### src/core/swd_defs.svh
// Constants and register map of the watchdog unit behind the index and data ports.
`ifndef SWD_DEFS_SVH
`define SWD_DEFS_SVH
`define SWD_PORT_INDEX 16'h002E
`define SWD_PORT_DATA 16'h002F
`define SWD_UNLOCK_KEY 8'h87
`define SWD_LOCK_KEY 8'hAA
`define SWD_REG_LDN 8'h07
`define SWD_REG_ENABLE 8'h30
`define SWD_REG_ACTIVATE 8'hF0
`define SWD_REG_TBASE 8'hF5
`define SWD_REG_COUNT 8'hF6
`define SWD_LDN_WATCHDOG 8'h07
`define SWD_ENABLE_BIT 0
`define SWD_ACTIVATE_BIT 7
`define SWD_TBASE_MIN_BIT 3
`define SWD_TBASE_SEC 8'h71
`define SWD_TBASE_MIN 8'h79
`define SWD_ZERO8 8'h00
`define SWD_ONE8 8'h01
`define SWD_SEC_PER_MIN 6'h3B
`define SWD_CLK_PERIOD_NS 10
`define SWD_SECOND_NS 1000000000
`define SWD_RST_PULSE 5'h10
`endif

### src/core/swd_pkg.sv
// Types shared by the watchdog unit.
package swd_pkg;
   // Gray-coded walk of the configuration lock.
   typedef enum logic [1:0] {
      SWD_LOCKED = 2'b00,
      SWD_HALF = 2'b01,
      SWD_OPEN = 2'b11
   } swd_lock_t;

   typedef struct packed {
      swd_lock_t lock;
      logic [7:0] index;
      logic [7:0] ldn;
      logic [7:0] enable;
      logic [7:0] activate;
      logic [7:0] tbase;
      logic [7:0] count;
      logic [31:0] presc;
      logic [5:0] minute;
      logic [4:0] rst_cnt;
      logic wd_reset;
      logic [7:0] rdata;
   } swd_state_t;
endpackage : swd_pkg

### src/core/swd_watchdog.sv
// Watchdog unit of a super I/O controller, reached through the index and data ports.
`timescale 1ns/1ps
`default_nettype none
`include "swd_defs.svh"
module swd_watchdog #(
   parameter int unsigned SEC_CYCLES = `SWD_SECOND_NS / `SWD_CLK_PERIOD_NS
) (
   input wire logic sys_clk,
   input wire logic sys_rst,
   input wire logic clk_en,
   input wire logic [15:0] io_addr,
   input wire logic io_wr,
   input wire logic io_rd,
   input wire logic [7:0] io_wdata,
   output logic [7:0] io_rdata,
   output logic wd_reset_out
);

   swd_pkg::swd_state_t s_q;
   swd_pkg::swd_state_t s_d;

   logic idx_wr;
   logic dat_wr;
   logic dat_rd;
   logic open;
   logic running;
   logic sec_tick;
   logic unit_tick;
   logic min_mode;
   logic count_wr;

   // True when the current index names a register of the watchdog device.
   function automatic logic wd_sel(input logic [7:0] ldn, input logic [7:0] idx, input logic [7:0] reg_idx);
      wd_sel = (ldn == `SWD_LDN_WATCHDOG) && (idx == reg_idx);
   endfunction : wd_sel

   assign idx_wr = io_wr && (io_addr == `SWD_PORT_INDEX);
   assign dat_wr = io_wr && (io_addr == `SWD_PORT_DATA);
   assign dat_rd = io_rd && (io_addr == `SWD_PORT_DATA);
   assign open = (s_q.lock == swd_pkg::SWD_OPEN);
   assign min_mode = s_q.tbase[`SWD_TBASE_MIN_BIT];
   assign running = s_q.enable[`SWD_ENABLE_BIT] && s_q.activate[`SWD_ACTIVATE_BIT] && (s_q.count != `SWD_ZERO8);
   assign sec_tick = running && (s_q.presc == SEC_CYCLES - 1);
   assign unit_tick = sec_tick && (!min_mode || (s_q.minute == `SWD_SEC_PER_MIN));
   assign count_wr = dat_wr && open && wd_sel(s_q.ldn, s_q.index, `SWD_REG_COUNT);

   always_comb begin
      s_d = s_q;
      // Two key writes to the index port open the ports; any other index write in between starts over.
      if (idx_wr) begin
         case (s_q.lock)
            swd_pkg::SWD_LOCKED: begin
               s_d.lock = (io_wdata == `SWD_UNLOCK_KEY) ? swd_pkg::SWD_HALF : swd_pkg::SWD_LOCKED;
            end
            swd_pkg::SWD_HALF: begin
               s_d.lock = (io_wdata == `SWD_UNLOCK_KEY) ? swd_pkg::SWD_OPEN : swd_pkg::SWD_LOCKED;
            end
            swd_pkg::SWD_OPEN: begin
               if (io_wdata == `SWD_LOCK_KEY) begin
                  s_d.lock = swd_pkg::SWD_LOCKED;
               end else begin
                  s_d.index = io_wdata;
               end
            end
            default: begin
               s_d.lock = swd_pkg::SWD_LOCKED;
            end
         endcase
      end
      // Prescaler runs only while the count is live, so a reload starts a full unit.
      if (running) begin
         if (sec_tick) begin
            s_d.presc = '0;
            s_d.minute = (s_q.minute == `SWD_SEC_PER_MIN) ? '0 : s_q.minute + 6'h01;
         end else begin
            s_d.presc = s_q.presc + 32'h00000001;
         end
      end else begin
         s_d.presc = '0;
         s_d.minute = '0;
      end
      if (unit_tick) begin
         s_d.count = s_q.count - `SWD_ONE8;
      end
      // A count reload in the expiry cycle wins, so the reset does not fire then.
      if (unit_tick && (s_q.count == `SWD_ONE8) && !count_wr) begin
         s_d.rst_cnt = `SWD_RST_PULSE;
      end else if (s_q.rst_cnt != '0) begin
         s_d.rst_cnt = s_q.rst_cnt - 5'h01;
      end
      s_d.wd_reset = (s_d.rst_cnt != '0);
      // Host writes come last so a reload beats an expiry in the same cycle.
      if (dat_wr && open) begin
         if (s_q.index == `SWD_REG_LDN) begin
            s_d.ldn = io_wdata;
         end
         if (wd_sel(s_q.ldn, s_q.index, `SWD_REG_ENABLE)) begin
            s_d.enable = io_wdata;
         end
         if (wd_sel(s_q.ldn, s_q.index, `SWD_REG_ACTIVATE)) begin
            s_d.activate = io_wdata;
         end
         if (wd_sel(s_q.ldn, s_q.index, `SWD_REG_TBASE)) begin
            s_d.tbase = io_wdata;
            s_d.presc = '0;
            s_d.minute = '0;
         end
         if (wd_sel(s_q.ldn, s_q.index, `SWD_REG_COUNT)) begin
            s_d.count = io_wdata;
            s_d.presc = '0;
            s_d.minute = '0;
         end
      end
      // Read data is captured one cycle after the strobe; a locked or unmapped read gives zero.
      if (io_rd) begin
         s_d.rdata = `SWD_ZERO8;
         if (io_addr == `SWD_PORT_INDEX && open) begin
            s_d.rdata = s_q.index;
         end else if (dat_rd && open) begin
            if (s_q.index == `SWD_REG_LDN) begin
               s_d.rdata = s_q.ldn;
            end else if (wd_sel(s_q.ldn, s_q.index, `SWD_REG_ENABLE)) begin
               s_d.rdata = s_q.enable;
            end else if (wd_sel(s_q.ldn, s_q.index, `SWD_REG_ACTIVATE)) begin
               s_d.rdata = s_q.activate;
            end else if (wd_sel(s_q.ldn, s_q.index, `SWD_REG_TBASE)) begin
               s_d.rdata = s_q.tbase;
            end else if (wd_sel(s_q.ldn, s_q.index, `SWD_REG_COUNT)) begin
               s_d.rdata = s_q.count;
            end
         end
      end
   end

   always_ff @(posedge sys_clk or posedge sys_rst) begin
      if (sys_rst) begin
         s_q <= '0;
      end else if (clk_en) begin
         s_q <= s_d;
      end
   end

   assign io_rdata = s_q.rdata;
   assign wd_reset_out = s_q.wd_reset;
endmodule : swd_watchdog
`default_nettype wire

### config.mk
export PLATFORM = sky130hd
export DESIGN_NAME = swd_watchdog
export DESIGN_NICKNAME = d
export VERILOG_FILES = /design/src/core/swd_pkg.sv /design/src/core/swd_watchdog.sv
export VERILOG_INCLUDE_DIRS = /design/src /design/src/core
export SDC_FILE = /design/constraint.sdc
export NUM_CORES = 1
export LEC_CHECK = 0
export BUFFER_PORTS_ARGS = -buffer_cell sky130_fd_sc_hd__buf_4
export CAP_MARGIN = 5
export CELL_PAD_IN_SITES_DETAIL_PLACEMENT = 0
export CELL_PAD_IN_SITES_GLOBAL_PLACEMENT = 1
export CORE_UTILIZATION = 45
export DETAILED_ROUTE_END_ITERATION = 8
export GPL_TIMING_DRIVEN = 0
export PLACE_DENSITY = 0.82
export RECOVER_POWER = 25
export SLEW_MARGIN = 20
export SYNTH_ARGS = -nofsm -noshare
export SYNTH_HDL_FRONTEND = slang
export SYNTH_SLANG_ARGS = --single-unit
### constraint.sdc
create_clock -name sys_clk -period 4.7 [get_ports sys_clk]
set_input_delay 0.94 -clock sys_clk [delete_from_list [all_inputs] [get_ports sys_clk]]
set_output_delay 0.94 -clock sys_clk [all_outputs]
set_load 0.01 [all_outputs]
==> flow_summary.yaml <==
outcome:
  status: "finished, violations left"
  violations: "capacitance limit, slew limit"
placement:
  numPortBuffers: 37
  dp_worst_setup_slack_ns: 0.927
  place_inst: 785
  dp_hpwl_mm: 10.4
  gp_congestion: 0.832
clock_network:
  cts_root_buf: "clkbuf_16"
  hold_buffers: 0
  cts_buffers: 9
  cts_tree: "yes"
  htreeDepth: 3
  clock_sinks: 102
  cts_resized: 0
  cts_buffer_depth: 2
  cts_setup_buffers: 0
  worst_skew_pair.late_latency_ns: 0.36
  clk_pin_slew_worst_paths_ns: 0.08
yosys:
  synth_edf_count: 0
  synth_area_per_cell_um2: 9.75
  seq_area_frac_synth_pct: 45.2
  netlist_instances: 579
  ys.flop_type: "dfrtp_1"
  synth_compound_area_share_pct: 10.3
  yosys.area_share.simple_pct: 26.8
  synth_mux_area_share_pct: 8.91
  synth-xor-area-share_pct: 3.57
  synth_top_family_by_area: "simple AND/OR/NAND/NOR gates"
  synth_adder_area_share_pct: 1.33
  netlist_area_um2: 5640
  syn_nets: 614
  synth.distinct_cells: 58
  synth_seq_cells: 102
  synth-warning-count: 0
  synth_top_cell_by_area: "dfrtp_1"
  async_flop_share_pct: 100
  synth_area_leaders: "dfrtp_1 (45%), mux2_2 (8.4%), nor2_1 (4.2%)"
  synth_top_area_share_pct: 45.2
critical_path:
  critPathBufInv: 1
  cp.required_ns: 4.94
  reg2reg_setup_slack_ns: 1.58
  crit_end: "s_q[74]"
  worst_setup_path_start_kind: "input port"
  cpPeakStageDelay_ns: 0.68
  path_max_fanout: 8
  path_cells: "buf_4 -> or4b_2 -> nor3_1 -> and2_1 -> nand2_1 -> nor2_1 -> mux2_2"
  critPathCaptureType: "flip-flop"
  path_depth: 7
  r2r_cells: 9
  crit_arrival_ns: 3.66
  critPathKind: "in2reg"
  cp_top_family: "simple AND/OR/NAND/NOR gates"
  crit_slowest_cell: "nor2_1"
  setup.worst_path.start: "io_addr[4]"
  reg2reg_to: "s_q[47]"
  r2r_start: "s_q[88]"
power:
  p_total_mw: 1.89
  powerDensity_nw_per_um2: 294
  ir_worst_vdd_v: 0.000242
  pwr-share-clk_pct: 40.0
  swShare_pct: 27.5
  p_int_mw: 1.37
  p_leak_nw: 2.86
  p_comb_share_pct: 11.0
  p_sw_uw: 520
  seqPwrFrac_pct: 49.0
min_path:
  hold_path.class: "reg2reg"
  min_path_cells: 1
timing:
  final.setup.worst_slack_ns: 1.28
  post-route-min-period_ns: 3.42
  rsz0062_at_grt: "no"
  setup_violations: 0
  final.setup_skew_ns: 0.0114
  slew_viol_final: 74
  fmax_ghz: 0.292
  worst_hold_slack_ns: 0.513
  min_period_over_period_pct: 72.8
  tightest_slew_ns: 1.82
  final_hold_viol_count: 0
  relSlewSlack_pct: -21.2
drt:
  wl_mm: 14.6
  drc: 0
  wl_per_cell_um: 18.2
  vias_per_cell: 5.96
  drt_iter0_drc: 345
  via_count: 4770
  dr.pass1.iters: 5
  ant_nets: 0
global_routing:
  grt_pass1_wl_mm: 23.8
  antenna_found_initial: 0
  grt_util_all_layers_pct: 23.9
  globalRouteOverflowTotal: 0
  grt_pass1_vias: 4610
  grt_max_degree: 74
cells_and_area:
  layout_commonest_cell: "dfrtp_1"
  drive_gt1_share_pct: 19.4
  layout_common_cells: "dfrtp_1 (102), nor2_1 (63), buf_4 (44)"
  fin_cells: 801
  nets: 663
  syn_to_final_growth_pct: 14.1
  n_antenna_cell: 0
floorplan:
  die_area_um2: 13000
  rows: 40
  core_um2: 12100
  start_util_pct: 46.6
  pin_count: 38
  die_width_um: 114
  die_height_um: 114
flow_run:
  drv_cap: 1
-- layer usage --
metal	up-vias	global-route usage [%]	share of wire, %
li1	2245	-	-
met4	0	7.36	1.4
met3	15	4.30	4.5
met1	2395	33.2	46
met5	-	0	0
met2	115	37.9	48
-- state kept, by name, indices dropped and copies added, names as in the netlist --
register,cells
io_rdata,8
min_mode,1
s_q,92
wd_reset_out,1
-- kinds of logic (layout without fill, tap and decap cells) --
family | after synthesis | after routing
compound gates | 84 | 84
xor+xnor | 23 | 23
fa+ha+maj | 6 | 6
buf+inv | 48 | 102
flops | 102 | 102
mux | 45 | 45
simple gates | 271 | 271
-- how the worst min path moves through the flow --
stage	from	end	slack, ns
3_5_place_dp	s_q[61]	s_q[61]	0.49
2_1_floorplan	s_q[18]	s_q[18]	0.47
3_3_place_gp	s_q[68]	s_q[68]	0.49
4_1_cts	s_q[61]	s_q[61]	0.51
6_report	s_q[64]	s_q[64]	0.51
5_1_grt	s_q[64]	s_q[64]	0.52
-- power by group through the flow --
stage | Combinational (mW) | Clock (mW) | Sequential, mW
after floorplan | 0.140 | 0 | 0.938
after global placement | 0.203 | 0 | 0.942
after detailed placement | 0.213 | 0 | 0.944
after CTS | 0.214 | 0.774 | 0.927
after global routing | 0.236 | 0.802 | 0.932
final | 0.208 | 0.756 | 0.927
-- synth_stat cells, types with 4 or more instances --
library cell,count
nor4_1,17
nor2b_1,4
a221oi_1,7
xor2_1,15
o22ai_1,12
clkbuf_1,16
nand3_1,40
a21oi_1,8
a211oi_1,5
ha_1,6
nor2_1,63
a22oi_1,8
nand2b_1,9
nand4b_1,6
nand4_1,17
dfrtp_1,102
or4_1,12
nor3_1,17
buf_2,6
o21ai_0,17
xnor2_1,8
buf_4,8
inv_1,18
nor4b_1,5
mux2_2,42
nand3b_1,5
nand2_1,32
and3_1,12
and2_1,8
and4_1,4
-- area by class of cell --
type / count / area [µm²]
fill: 1139 / 5670
multi-input combinational: 429 / 2880
sequential: 102 / 2550
timing repair buffer: 38 / 283
clock buffer: 9 / 225
tap: 168 / 210
buffer: 30 / 150
clock inverter: 7 / 70.1
inverter: 18 / 68.8
-- metrics by stage --
step           utilization, %  TNS, ns  cell area [µm²]
6_report                 53.2        0             6440
5_1_grt                  53.2        0             6440
4_1_cts                  53.3        0             6460
3_5_place_dp             50.9        0             6160
3_3_place_gp             50.6   -14.43             6130
2_1_floorplan               -        0             5640
Note: power is estimated with default switching activity, not from simulation.
